**src/hdl/pts_pkg.sv**
```systemverilog
package pts_pkg;
  // ==========================================================
  // Register map (byte addresses)
  localparam logic [7:0]  ADDR_MODE_REQ = 8'h00;
  localparam logic [7:0]  ADDR_SEC_KEY  = 8'h04;
  localparam logic [7:0]  ADDR_SEC_CMD  = 8'h08;
  localparam logic [7:0]  ADDR_SEC_NEW  = 8'h0c;
  localparam logic [7:0]  ADDR_XFER_CMD = 8'h10;
  localparam logic [7:0]  ADDR_STATUS   = 8'h14;
  localparam logic [7:0]  ADDR_BUF_SIG  = 8'h18;
  localparam logic [7:0]  ADDR_PROG_SIG = 8'h1c;
  localparam logic [7:0]  ADDR_PASSWORD = 8'h20;

  // ==========================================================
  // Field positions
  localparam int REMOTE_BIT   = 8;
  localparam int INDEXED_BIT  = 16;
  localparam int XCODE_LSB    = 8;

  // ==========================================================
  // Mode request codes
  localparam logic [3:0] MODE_COMP0 = 4'h0;
  localparam logic [3:0] MODE_TEL5  = 4'h5;
  localparam logic [3:0] MODE_COMP6 = 4'h6;
  localparam logic [3:0] MODE_ALLOC = 4'ha;
  localparam logic [3:0] MODE_SEC   = 4'hc;
  localparam logic [3:0] MODE_XFER  = 4'hd;
  localparam logic [3:0] MODE_MCLR  = 4'he;

  // ==========================================================
  // Transfer commands, control bytes, error codes
  localparam logic [7:0]  CMD_SEND   = 8'h01;
  localparam logic [7:0]  CMD_RECV   = 8'h02;
  localparam logic [7:0]  CMD_SMOD   = 8'h47;
  localparam logic [7:0]  CH_DISCARD = 8'h02;
  localparam logic [7:0]  CH_SIG     = 8'h03;
  localparam logic [7:0]  CH_LOAD    = 8'h04;
  localparam logic [7:0]  CH_EXIT    = 8'h05;
  localparam logic [7:0]  CH_CR      = 8'h0d;
  localparam logic [7:0]  CH_LF      = 8'h0a;
  localparam logic [7:0]  CH_SEMI    = 8'h3b;
  localparam logic [7:0]  CH_MODE    = 8'h4d;
  localparam logic [7:0]  ERR_UNCORR = 8'h62;
  localparam logic [7:0]  ERR_WRONG  = 8'h63;
  localparam logic [15:0] PW_RESET   = 16'h0000;
  localparam logic [2:0]  BOOT_SLOT  = 3'h7;
  localparam int          BUF_DEPTH  = 256;

  // ==========================================================
  // Timing
  localparam longint CLK_HZ       = 10000000;
  localparam longint LOAD_WAIT_S  = 30;
  localparam longint LOAD_WAIT_CY = LOAD_WAIT_S * CLK_HZ;
  localparam logic [31:0] BOOT_WAIT_CY = 32'h0000_0004;

  typedef enum logic [1:0] {
    SM_SAVE,
    SM_LOAD,
    SM_ERASE
  } sm_op_t;
endpackage

```
**src/hdl/program_transfer_security.sv**
```systemverilog
// Design decisions made here: the placing of the registers and register access over AHB-Lite.
`timescale 1ns/1ps
// Function
// - Security blocks keypad edit and allocation modes
// - Security blocks remote programming, transfer, clear
// - Password folded into program signature
// - Password gate before command window when protected
// - Window code 00 disables, 01 keeps protection
// - Reset password zero means security off
// - Compile entry re-enables unless password zero
// - Indexed password blocks edit, allows password change
// - Transfer mode suspends tables and printer output
// - Commands 1 send, 2 receive, 71 module
// - Keypad rate codes 0 to 3
// - Module codes 1X save, 2X load, 3X erase
// - Completion state refuses commands until reentry
// - Compile before save when not compiled
// - Load erases all data storage
// - Load timeout gives wrong file, errors uncorrectable
// - Remote commands reuse link rate immediately
// - Listing ends with two 0x05 bytes
// - Semicolon discards rest of line
// - Doubled control bytes discard, signature, load, exit
// - Buffer held until load or exit pair
// - Boot loads module slot 8 and compiles
module program_transfer_security
  import pts_pkg::*;
#(
  parameter longint LOAD_WAIT_CYCLES = LOAD_WAIT_CY
) (
  input  wire logic        i_clk_sys,
  input  wire logic        i_rst_n,
  input  wire logic        i_hsel,
  input  wire logic [31:0] i_haddr,
  input  wire logic [1:0]  i_htrans,
  input  wire logic        i_hwrite,
  input  wire logic [2:0]  i_hsize,
  input  wire logic [31:0] i_hwdata,
  input  wire logic        i_hready,
  output logic      [31:0] o_hrdata,
  output logic             o_hreadyout,
  output logic             o_hresp,
  input  wire logic        i_rx_valid,
  input  wire logic [7:0]  i_rx_data,
  input  wire logic        i_rx_err,
  output logic             o_tx_valid,
  output logic      [7:0]  o_tx_data,
  input  wire logic        i_tx_ready,
  input  wire logic [1:0]  i_link_rate,
  output logic      [1:0]  o_line_rate,
  output logic             o_sec_active,
  output logic             o_table_suspend,
  output logic             o_printer_suspend,
  output logic             o_erase_storage,
  output logic             o_editor_load,
  output logic             o_compile_req,
  input  wire logic        i_compile_done,
  output logic             o_sm_start,
  output logic      [1:0]  o_sm_op,
  output logic      [2:0]  o_sm_slot,
  input  wire logic        i_sm_done,
  input  wire logic        i_sm_err,
  input  wire logic        i_sm_present
);

  typedef enum logic [1:0] {
    SEC_IDLE,
    SEC_KEY,
    SEC_WIN1,
    SEC_WIN2
  } sec_t;

  typedef enum logic [3:0] {
    X_BOOT,
    X_OFF,
    X_CMD,
    X_COMPILE,
    X_SEND,
    X_END1,
    X_END2,
    X_RECV,
    X_SIG_LO,
    X_SM,
    X_BOOT_COMP,
    X_DONE
  } xfer_t;

  typedef struct packed {
    logic        wr_pend;
    logic [7:0]  wr_addr;
    logic [31:0] rdata;
    sec_t        sec;
    logic [15:0] pw;
    logic        temp_dis;
    logic        idx_lock;
    logic        granted;
    xfer_t       xs;
    logic        compiled;
    logic [7:0]  err;
    logic [1:0]  rate;
    logic [15:0] sig;
    logic [7:0]  wptr;
    logic [7:0]  rptr;
    logic [7:0]  pend_ch;
    logic        in_comment;
    logic        seen_first;
    logic        got_data;
    logic [31:0] wait_cnt;
    logic        tx_valid;
    logic [7:0]  tx_data;
    logic        erase;
    logic        ed_load;
    logic        comp_req;
    logic        sm_start;
    logic [1:0]  sm_op;
    logic [2:0]  sm_slot;
    logic [2:0]  pres_sync;
    logic        pres;
    logic        xfer_remote;
  } state_t;

  state_t s_q;
  state_t s_d;
  logic [7:0] buf_mem [BUF_DEPTH];
  logic       buf_we;
  logic [7:0] buf_wdata;

  function automatic logic [15:0] sig_step(input logic [15:0] s, input logic [7:0] b);
    sig_step = {s[14:0], s[15]} + {8'h00, b};
  endfunction

  function automatic logic [31:0] reg_read(input state_t s, input logic [7:0] a);
    logic [31:0] r;
    r = 32'h0000_0000;
    case (a)
      ADDR_STATUS:   r = {s.err, 5'h00, 4'(s.xs), 1'b0, s.compiled, s.granted,
                          (s.pw != PW_RESET) && !s.temp_dis, 5'h00, 2'(s.sec),
                          s.rate, s.idx_lock, s.temp_dis};
      ADDR_BUF_SIG:  r = {16'h0000, s.sig};
      ADDR_PROG_SIG: r = {16'h0000, sig_step(s.sig, s.pw[15:8]) ^ {8'h00, s.pw[7:0]}};
      ADDR_PASSWORD: r = (s.sec == SEC_WIN2) ? {16'h0000, s.pw} : 32'h0000_0000;
      default:       r = 32'h0000_0000;
    endcase
    return r;
  endfunction

  // ==========================================================
  // Next state
  always_comb begin
    logic        active;
    logic        wr;
    logic [31:0] wd;
    logic [3:0]  mode;
    logic        remote;
    logic        ok;
    logic [7:0]  code;
    logic        rx_take;
    s_d       = s_q;
    buf_we    = 1'b0;
    buf_wdata = i_rx_data;
    active    = (s_q.pw != PW_RESET) && !s_q.temp_dis;
    wr        = s_q.wr_pend;
    wd        = i_hwdata;
    mode      = wd[3:0];
    remote    = wd[REMOTE_BIT];
    ok        = 1'b1;
    code      = wd[XCODE_LSB +: 8];
    rx_take   = 1'b0;
    s_d.erase    = 1'b0;
    s_d.ed_load  = 1'b0;
    s_d.comp_req = 1'b0;
    s_d.sm_start = 1'b0;
    s_d.pres_sync = {s_q.pres_sync[1:0], i_sm_present};
    if (s_q.pres_sync[2] == s_q.pres_sync[1]) begin
      s_d.pres = s_q.pres_sync[2];
    end

    // Bus: address phase captured, write applied in data phase
    s_d.wr_pend = i_hsel && i_hready && i_htrans[1] && i_hwrite;
    s_d.wr_addr = i_haddr[7:0];
    if (i_hsel && i_hready && i_htrans[1] && !i_hwrite) begin
      s_d.rdata = reg_read(s_q, i_haddr[7:0]);
    end

    if (s_q.tx_valid && i_tx_ready) begin
      s_d.tx_valid = 1'b0;
    end

    // Mode entry arbitration
    if (wr && s_q.wr_addr == ADDR_MODE_REQ) begin
      if (!remote) begin
        if ((mode >= 4'h1 && mode <= 4'h4) || mode == MODE_ALLOC) begin
          ok = !active && !s_q.idx_lock;
        end
      end else begin
        if ((mode >= 4'h1 && mode <= MODE_TEL5) || mode == MODE_XFER || mode == MODE_MCLR) begin
          ok = !active;
        end
      end
      s_d.granted = ok;
      if (ok) begin
        s_d.sec = SEC_IDLE;
        if ((mode == MODE_COMP0 || mode == MODE_COMP6) && s_q.pw != PW_RESET) begin
          s_d.temp_dis = 1'b0;
        end
        if (mode == MODE_SEC) begin
          s_d.sec = active ? SEC_KEY : SEC_WIN1;
        end
        if (mode == MODE_XFER) begin
          s_d.xs  = X_CMD;
          s_d.err = 8'h00;
          s_d.xfer_remote = remote;
        end else if (s_q.xs != X_BOOT && s_q.xs != X_BOOT_COMP) begin
          s_d.xs = X_OFF;
        end
      end
    end

    // Security windows
    if (wr && s_q.wr_addr == ADDR_SEC_KEY && s_q.sec == SEC_KEY) begin
      s_d.sec = (wd[15:0] == s_q.pw) ? SEC_WIN1 : SEC_IDLE;
      if (wd[15:0] == s_q.pw) begin
        s_d.idx_lock = wd[INDEXED_BIT];
      end
    end
    if (wr && s_q.wr_addr == ADDR_SEC_CMD && s_q.sec == SEC_WIN1) begin
      if (wd[7:0] == 8'h00) begin
        s_d.temp_dis = 1'b1;
        s_d.sec      = SEC_WIN2;
      end else if (wd[7:0] == 8'h01) begin
        s_d.sec = SEC_WIN2;
      end
    end
    if (wr && s_q.wr_addr == ADDR_SEC_NEW && s_q.sec == SEC_WIN2) begin
      s_d.pw       = wd[15:0];
      s_d.compiled = 1'b0;
      s_d.sec      = SEC_WIN1;
    end

    // Transfer machine
    case (s_q.xs)
      X_BOOT: begin
        // Boot from module slot 8
        // Wait until the synchroniser holds the settled pin level
        s_d.wait_cnt = s_q.wait_cnt + 32'h0000_0001;
        if (s_q.wait_cnt >= BOOT_WAIT_CY && s_q.pres) begin
          s_d.sm_start = 1'b1;
          s_d.sm_op    = 2'(SM_LOAD);
          s_d.sm_slot  = BOOT_SLOT;
          s_d.erase    = 1'b1;
          s_d.xs       = X_BOOT_COMP;
        end else if (s_q.wait_cnt >= BOOT_WAIT_CY) begin
          s_d.xs = X_OFF;
        end
      end
      X_BOOT_COMP: begin
        if (i_sm_done) begin
          s_d.comp_req = !i_sm_err;
          s_d.xs       = X_OFF;
        end
      end
      X_CMD: begin
        if (wr && s_q.wr_addr == ADDR_XFER_CMD) begin
          if ((wd[7:0] == CMD_SEND || wd[7:0] == CMD_RECV) && (s_q.xfer_remote || code < 8'h04)) begin
            s_d.rate     = s_q.xfer_remote ? i_link_rate : code[1:0];
            s_d.wait_cnt = 32'h0000_0000;
            s_d.rptr     = 8'h00;
            if (wd[7:0] == CMD_SEND) begin
              s_d.comp_req = !s_q.compiled;
              s_d.xs       = s_q.compiled ? X_SEND : X_COMPILE;
            end else begin
              s_d.erase      = 1'b1;
              s_d.xs         = X_RECV;
              s_d.seen_first = 1'b0;
              s_d.got_data   = 1'b0;
              s_d.in_comment = 1'b0;
              s_d.pend_ch    = 8'h00;
            end
          end else if (wd[7:0] == CMD_SMOD && code[3:0] >= 4'h1 && code[3:0] <= 4'h8
                       && code[7:4] >= 4'h1 && code[7:4] <= 4'h3) begin
            s_d.sm_op    = 2'(code[7:4] - 4'h1);
            s_d.sm_slot  = 3'(code[3:0] - 4'h1);
            s_d.sm_start = (code[7:4] != 4'h1) || s_q.compiled;
            s_d.comp_req = (code[7:4] == 4'h1) && !s_q.compiled;
            s_d.erase    = code[7:4] == 4'h2;
            s_d.wait_cnt = 32'h0000_0000;
            s_d.xs       = X_SM;
          end
        end
      end
      X_COMPILE: begin
        if (i_compile_done) begin
          s_d.xs = X_SEND;
        end
      end
      X_SEND: begin
        if (!s_q.tx_valid || i_tx_ready) begin
          if (s_q.rptr == s_q.wptr) begin
            s_d.xs = X_END1;
          end else begin
            s_d.tx_valid = 1'b1;
            s_d.tx_data  = buf_mem[s_q.rptr];
            s_d.rptr     = s_q.rptr + 8'h01;
          end
        end
      end
      X_END1, X_END2: begin
        if (!s_q.tx_valid || i_tx_ready) begin
          s_d.tx_valid = 1'b1;
          s_d.tx_data  = CH_EXIT;
          s_d.xs       = (s_q.xs == X_END1) ? X_END2 : X_DONE;
        end
      end
      X_SIG_LO: begin
        if (!s_q.tx_valid || i_tx_ready) begin
          s_d.tx_valid = 1'b1;
          s_d.tx_data  = s_q.sig[7:0];
          s_d.xs       = X_RECV;
        end
      end
      X_RECV: begin
        s_d.wait_cnt = s_q.wait_cnt + 32'h0000_0001;
        if (!s_q.got_data && {32'h0, s_q.wait_cnt} >= 64'(LOAD_WAIT_CYCLES - 1)) begin
          s_d.err = ERR_WRONG;
          s_d.xs  = X_DONE;
        end else if (i_rx_valid && i_rx_err) begin
          s_d.err = ERR_UNCORR;
          s_d.xs  = X_DONE;
        end else if (i_rx_valid && (!s_q.tx_valid || !(s_q.pend_ch == CH_SIG && i_rx_data == CH_SIG))) begin
          rx_take    = 1'b1;
          s_d.got_data = 1'b1;
        end
        if (rx_take) begin
          if (i_rx_data >= CH_DISCARD && i_rx_data <= CH_EXIT) begin
            s_d.pend_ch = (s_q.pend_ch == i_rx_data) ? 8'h00 : i_rx_data;
            if (s_q.pend_ch == i_rx_data) begin
              case (i_rx_data)
                CH_DISCARD: begin
                  s_d.wptr = 8'h00;
                  s_d.sig  = 16'h0000;
                end
                CH_SIG: begin
                  s_d.tx_valid = 1'b1;
                  s_d.tx_data  = s_q.sig[15:8];
                  s_d.xs       = X_SIG_LO;
                end
                CH_LOAD: begin
                  s_d.ed_load  = 1'b1;
                  s_d.compiled = 1'b0;
                  s_d.sig      = 16'h0000;
                end
                default: begin
                  s_d.comp_req = 1'b1;
                  s_d.compiled = 1'b0;
                  s_d.xs       = X_DONE;
                end
              endcase
            end
          end else begin
            s_d.pend_ch = 8'h00;
            if (i_rx_data == CH_CR || i_rx_data == CH_LF) begin
              s_d.in_comment = 1'b0;
            end else if (i_rx_data == CH_SEMI || s_q.in_comment) begin
              s_d.in_comment = 1'b1;
            end else if (!s_q.seen_first && i_rx_data != CH_MODE) begin
              s_d.err = ERR_WRONG;
              s_d.xs  = X_DONE;
            end
            if (!(i_rx_data == CH_SEMI || s_q.in_comment) &&
                (s_q.seen_first || i_rx_data == CH_MODE || i_rx_data == CH_CR || i_rx_data == CH_LF)) begin
              s_d.seen_first = s_q.seen_first || i_rx_data == CH_MODE;
              buf_we   = s_q.wptr != 8'hff;
              s_d.wptr = (s_q.wptr != 8'hff) ? s_q.wptr + 8'h01 : s_q.wptr;
              s_d.sig  = sig_step(s_q.sig, i_rx_data);
            end
          end
        end
      end
      X_SM: begin
        if (s_q.sm_op == 2'(SM_SAVE) && !s_q.sm_start && !s_q.compiled) begin
          s_d.sm_start = i_compile_done;
        end else if (i_sm_done) begin
          s_d.err      = (i_sm_err && s_q.sm_op == 2'(SM_LOAD)) ? ERR_WRONG : 8'h00;
          s_d.comp_req = !i_sm_err && s_q.sm_op == 2'(SM_LOAD);
          s_d.xs       = X_DONE;
        end else if (s_q.sm_op == 2'(SM_LOAD)) begin
          s_d.wait_cnt = s_q.wait_cnt + 32'h0000_0001;
          if ({32'h0, s_q.wait_cnt} >= 64'(LOAD_WAIT_CYCLES - 1)) begin
            s_d.err = ERR_WRONG;
            s_d.xs  = X_DONE;
          end
        end
      end
      X_OFF, X_DONE: begin
      end
      default: begin
        s_d.xs = X_OFF;
      end
    endcase
    // Compile completion set wins over a same-cycle clear
    if (i_compile_done) begin
      s_d.compiled = 1'b1;
    end
  end

  // ==========================================================
  // Registers
  always_ff @(posedge i_clk_sys) begin
    if (!i_rst_n) begin
      s_q     <= '0;
      s_q.pw  <= PW_RESET;
      s_q.xs  <= X_BOOT;
      s_q.sec <= SEC_IDLE;
    end else begin
      s_q <= s_d;
    end
  end

  always_ff @(posedge i_clk_sys) begin
    if (buf_we) begin
      buf_mem[s_q.wptr] <= buf_wdata;
    end
  end

  // ==========================================================
  // Outputs
  assign o_hrdata          = s_q.rdata;
  assign o_hreadyout       = 1'b1;
  assign o_hresp           = 1'b0;
  assign o_tx_valid        = s_q.tx_valid;
  assign o_tx_data         = s_q.tx_data;
  assign o_line_rate       = s_q.rate;
  assign o_sec_active      = (s_q.pw != PW_RESET) && !s_q.temp_dis;
  assign o_table_suspend   = s_q.xs != X_OFF;
  assign o_printer_suspend = s_q.xs != X_OFF;
  assign o_erase_storage   = s_q.erase;
  assign o_editor_load     = s_q.ed_load;
  assign o_compile_req     = s_q.comp_req;
  assign o_sm_start        = s_q.sm_start;
  assign o_sm_op           = s_q.sm_op;
  assign o_sm_slot         = s_q.sm_slot;

endmodule // program_transfer_security

```
**config.mk**
```make
export PLATFORM = sky130hd
export DESIGN_NAME = program_transfer_security
export DESIGN_NICKNAME = d
export VERILOG_FILES = /design/src/hdl/pts_pkg.sv /design/src/hdl/program_transfer_security.sv
export SDC_FILE = /design/constraint.sdc
export NUM_CORES = 2
export LEC_CHECK = 0
export BUFFER_PORTS_ARGS = -buffer_cell sky130_fd_sc_hd__buf_2
export CORE_ASPECT_RATIO = 1.5
export CORE_MARGIN = 2
export CORE_UTILIZATION = 55
export CTS_CLUSTER_SIZE = 30
export DETAILED_ROUTE_END_ITERATION = 16
export HOLD_SLACK_MARGIN = 0.08
export PLACE_DENSITY = 0.74
export RECOVER_POWER = 25
export SKIP_CTS_REPAIR_TIMING = 1
export SKIP_LAST_GASP = 1
export SYNTH_ARGS = -nofsm -noshare
export SYNTH_HDL_FRONTEND = slang
export SYNTH_SLANG_ARGS = --single-unit
```
**constraint.sdc**
```tcl
create_clock -name i_clk_sys -period 8.3 [get_ports i_clk_sys]
set_input_delay 1.245 -clock i_clk_sys [delete_from_list [all_inputs] [get_ports i_clk_sys]]
set_output_delay 1.245 -clock i_clk_sys [all_outputs]
set_load 0.01 [all_outputs]
```
==> qor.csv <==
stage;metric;value;unit
final_layout;area grow syn2layout;9.403;%
final_layout;most common cell after layout, fill and taps aside;edfxtp_1;
clock_tree;latest clock arrival within the worst-skew pair;0.84;ns
clock_tree;htree depth;4;
drt;Routed Antenna Nets;0;
power_and_ir_drop;Psw;0.004305;W
yosys;Post-synth EDFFs;2048;
sta;setup TNS;0;ns
drt;Vias per Instance;6.633;
global_routing;total track usage;0.2690;
final_layout;fraction of layout cells with a size suffix above 1;0.1948;
clock_tree;Num CTS Buffers;184;
drt;drt first pass iters;6;
sta;Slew @ Worst Pin;3.995;ns
critical_path;crit path capture type;flip-flop;
sta;max frequency;151.4;MHz
global_routing;vias in the first global route;48120;
outcome;violated checks;max-capacitance violations, max-slew violations;
power_and_ir_drop;sequential share of power;0.574;
drt;number of DRC markers in iteration 0;6491;
sta;RSZ-0062 raised after global routing;no;
drt;DR vias;48470;
power_and_ir_drop;Combinational Power Share;0.017;
yosys;Gate Count Post-Synth;5005;
yosys;top cells by area, synth;edfxtp_1 (69%), mux4_2 (13%), dfxtp_1 (4.0%), nor2_1 (1.6%), mux2i_1 (1.1%);
final_layout;most frequent cells in the layout;edfxtp_1 (2048), mux4_2 (503), nor2_1 (392), nand2_1 (225), clkbuf_16 (185);
clock_tree;Reg clk slew, reported paths;0.07;ns
placed_design;Port Buffers;97;
placed_design;GP Congestion;0.9215;
yosys;synth warn;0;
yosys;asr flop ratio synth;0;
final_layout;fill count;11200;
clock_tree;Root Driver;clkbuf_16;
final_layout;nets;5171;
run;Max Cap Viol;9;
power_and_ir_drop;clock share of power;0.409;
critical_path;worst-path maximum fanout;46;
power_and_ir_drop;total power;0.02137;W
yosys;area leader, netlist;edfxtp_1;
power_and_ir_drop;Internal Power;0.01706;W
final_layout;Sequential cell area;65080;um^2
floorplanning;die area;166500;um^2
sta;crit share post-route;0.7957;
critical_path;Setup crit start kind;primary input;
floorplanning;Placeable Area;162200;um^2
power_and_ir_drop;Leak;29.71;nW
final_layout;Final Util;0.6056;
critical_path;worst path required time;8.74;ns
global_routing;met3 usage in global routing;0.05536;
global_routing;met1 usage;0.3450;
power_and_ir_drop;maximum VDD drop;0.1658;mV
sta;final setup violation count;0;
global_routing;GRT met2 Usage;0.4398;
global_routing;initial antenna violation count;5;
sta;Slew Limit Fails;637;
yosys;sequential share of the synthesized area;0.7248;
global_routing;first-pass GRT wire length;326100;um
yosys;Top FF cell, synth;edfxtp_1;
sta;Rel. slew slack;-1.663;
global_routing;GRT overflow;0;
drt;Detailed Route WL;224300;um
placed_design;Post-DP HPWL;139100;um
power_and_ir_drop;Switching Fraction;0.2015;
yosys;FF+latch count, synth;2226;
yosys;Synth Cell Area;89760;um^2
clock_tree;Clock Path Buffers;3;
sta;Fin. Hold Viols;0;
global_routing;pin count of the biggest net entering global routing;177;
floorplanning;die height;498.8;um
floorplanning;Starting Density;0.5536;
hold_path;Hold/Removal Path Class;reg2reg;
sta;clk_skew;0.03095;ns
yosys;Netlist cell types;90;
yosys;Synth top area share;0.6851;
critical_path;Worst Path Arrival;7.05;ns
sta;Min Clock Period, post-route;6.605;ns
yosys;mean post-synth cell area;17.93;um^2
power_and_ir_drop;pwr dens;217.6;nW/um^2
floorplanning;Die Width;333.9;um
drt;DRC viols;0;
outcome;status;finished, violations left;
critical_path;CP Class;in2reg;
clock_tree;CTS tree;yes;
final_layout;area of the multi-input gates;23040;um^2
drt;WL/cell;30.69;um
clock_tree;number of clock sinks;2226;
floorplanning;row count;181;
global_routing;gr busiest metal;met2;
floorplanning;I/O pins;148;
area by class of cell:
cell class | instances | area share
flip-flops and latches | 2226 | 0.6627
well taps | 2104 | 0.02681
clock inverters | 119 | 0.01258
inverters | 25 | 0.0009556
multi-input cells | 2421 | 0.2346
clock buffers | 219 | 0.04875
repair buffers | 191 | 0.01349
diodes | 3 | 0.00007645
per-stage QoR:
| stage | instance area (um^2) | instances | setup WS, ns | hold slack [ns] |
|---|---|---|---|---|
| after global placement | 92230 | 6967 | 2.542 | 0.4273 |
| after CTS | 98260 | 7305 | 3.280 | 0.4519 |
| final | 98200 | 7308 | 1.695 | 0.4498 |
| after global routing | 98200 | 7306 | 1.562 | 0.4678 |
| after detailed placement | 92230 | 6967 | 2.428 | 0.4445 |
| after floorplan | 89810 | 5018 | 4.207 | 0.4119 |
path summary, 6_finish.rpt:
kind                            startpoint  cells past startpoint                         to  slack, ns
setup reg to reg       s_q[112]$_SDFF_PN0_                      6  buf_mem[153][3]$_DFFE_PP_       3.35
setup / recovery              i_rx_data[7]                      8  buf_mem[153][3]$_DFFE_PP_       1.70
hold reg to reg   o_hrdata[5]$_SDFFE_PN0P_                      2   o_hrdata[5]$_SDFFE_PN0P_       0.45
hold / removal    o_hrdata[5]$_SDFFE_PN0P_                      2   o_hrdata[5]$_SDFFE_PN0P_       0.45
cells by family after synthesis:
family / after synthesis / synth area share
and+or+nand+nor: 1088 / 0.05898
AOI/OAI and AO/OA: 595 / 0.04585
adders and majority gates: 31 / 0.004488
other: 2 / 0.00008367
buffers and inverters: 371 / 0.01961
muxes: 609 / 0.1381
DFF: 2226 / 0.7248
xor gates and xnor gates: 83 / 0.008099
Yosys cell counts, types with 19 or more instances:
library cell,number
edfxtp_1,2048
mux4_2,503
nor2_1,394
nand2_1,225
dfxtp_1,178
clkbuf_1,152
a21oi_1,136
mux2i_1,103
a22oi_1,98
buf_2,84
nand3_1,84
nor3_1,69
buf_4,68
o21ai_0,64
xnor2_1,56
nand4_1,52
buf_1,41
a211oi_1,36
nor4_1,36
and3_1,33
a22o_1,29
ha_1,29
nor2b_1,29
nand2b_1,28
o22ai_1,27
xor2_1,27
and2_1,26
o211ai_1,25
a31oi_1,22
inv_1,22
a221oi_1,19
power by group through the flow:
stage | sequential, W | combinational [W] | clock, W
3_5_place_dp | 0.0125 | 0.000365 | 0
2_1_floorplan | 0.0125 | 0.000130 | 0
5_1_grt | 0.0122 | 0.000398 | 0.00920
4_1_cts | 0.0122 | 0.000365 | 0.00881
6_report | 0.0123 | 0.000367 | 0.00875
3_3_place_gp | 0.0125 | 0.000348 | 0
state kept, by name (all words and copies together) (netlist names), 2 cells and up, named ones only:
| register | flops |
|---|---|
| buf_mem | 2048 |
| o_hrdata | 27 |
| o_line_rate | 2 |
| o_sm_op | 2 |
| o_sm_slot | 3 |
| o_tx_data | 8 |
| s_d | 2 |
| s_q | 121 |
metal layers:
metal	vias up	wire length [um]	share of wire
met2	2716	109700	0.49
met4	4	12930	0.058
met5	-	23	0.00010
met3	582	21680	0.097
met1	24860	79890	0.36
li1	20310	-	-
critical path, cell delays in order:
cell and delay (ns):
clkbuf_1 1.89, and4bb_2 0.40, and3_1 0.18, a21o_1 0.19, or4_1 0.64, nor2_4 0.56
nand4_1 0.88, nor2_1 0.97
Power figures use the tool's default switching activity.
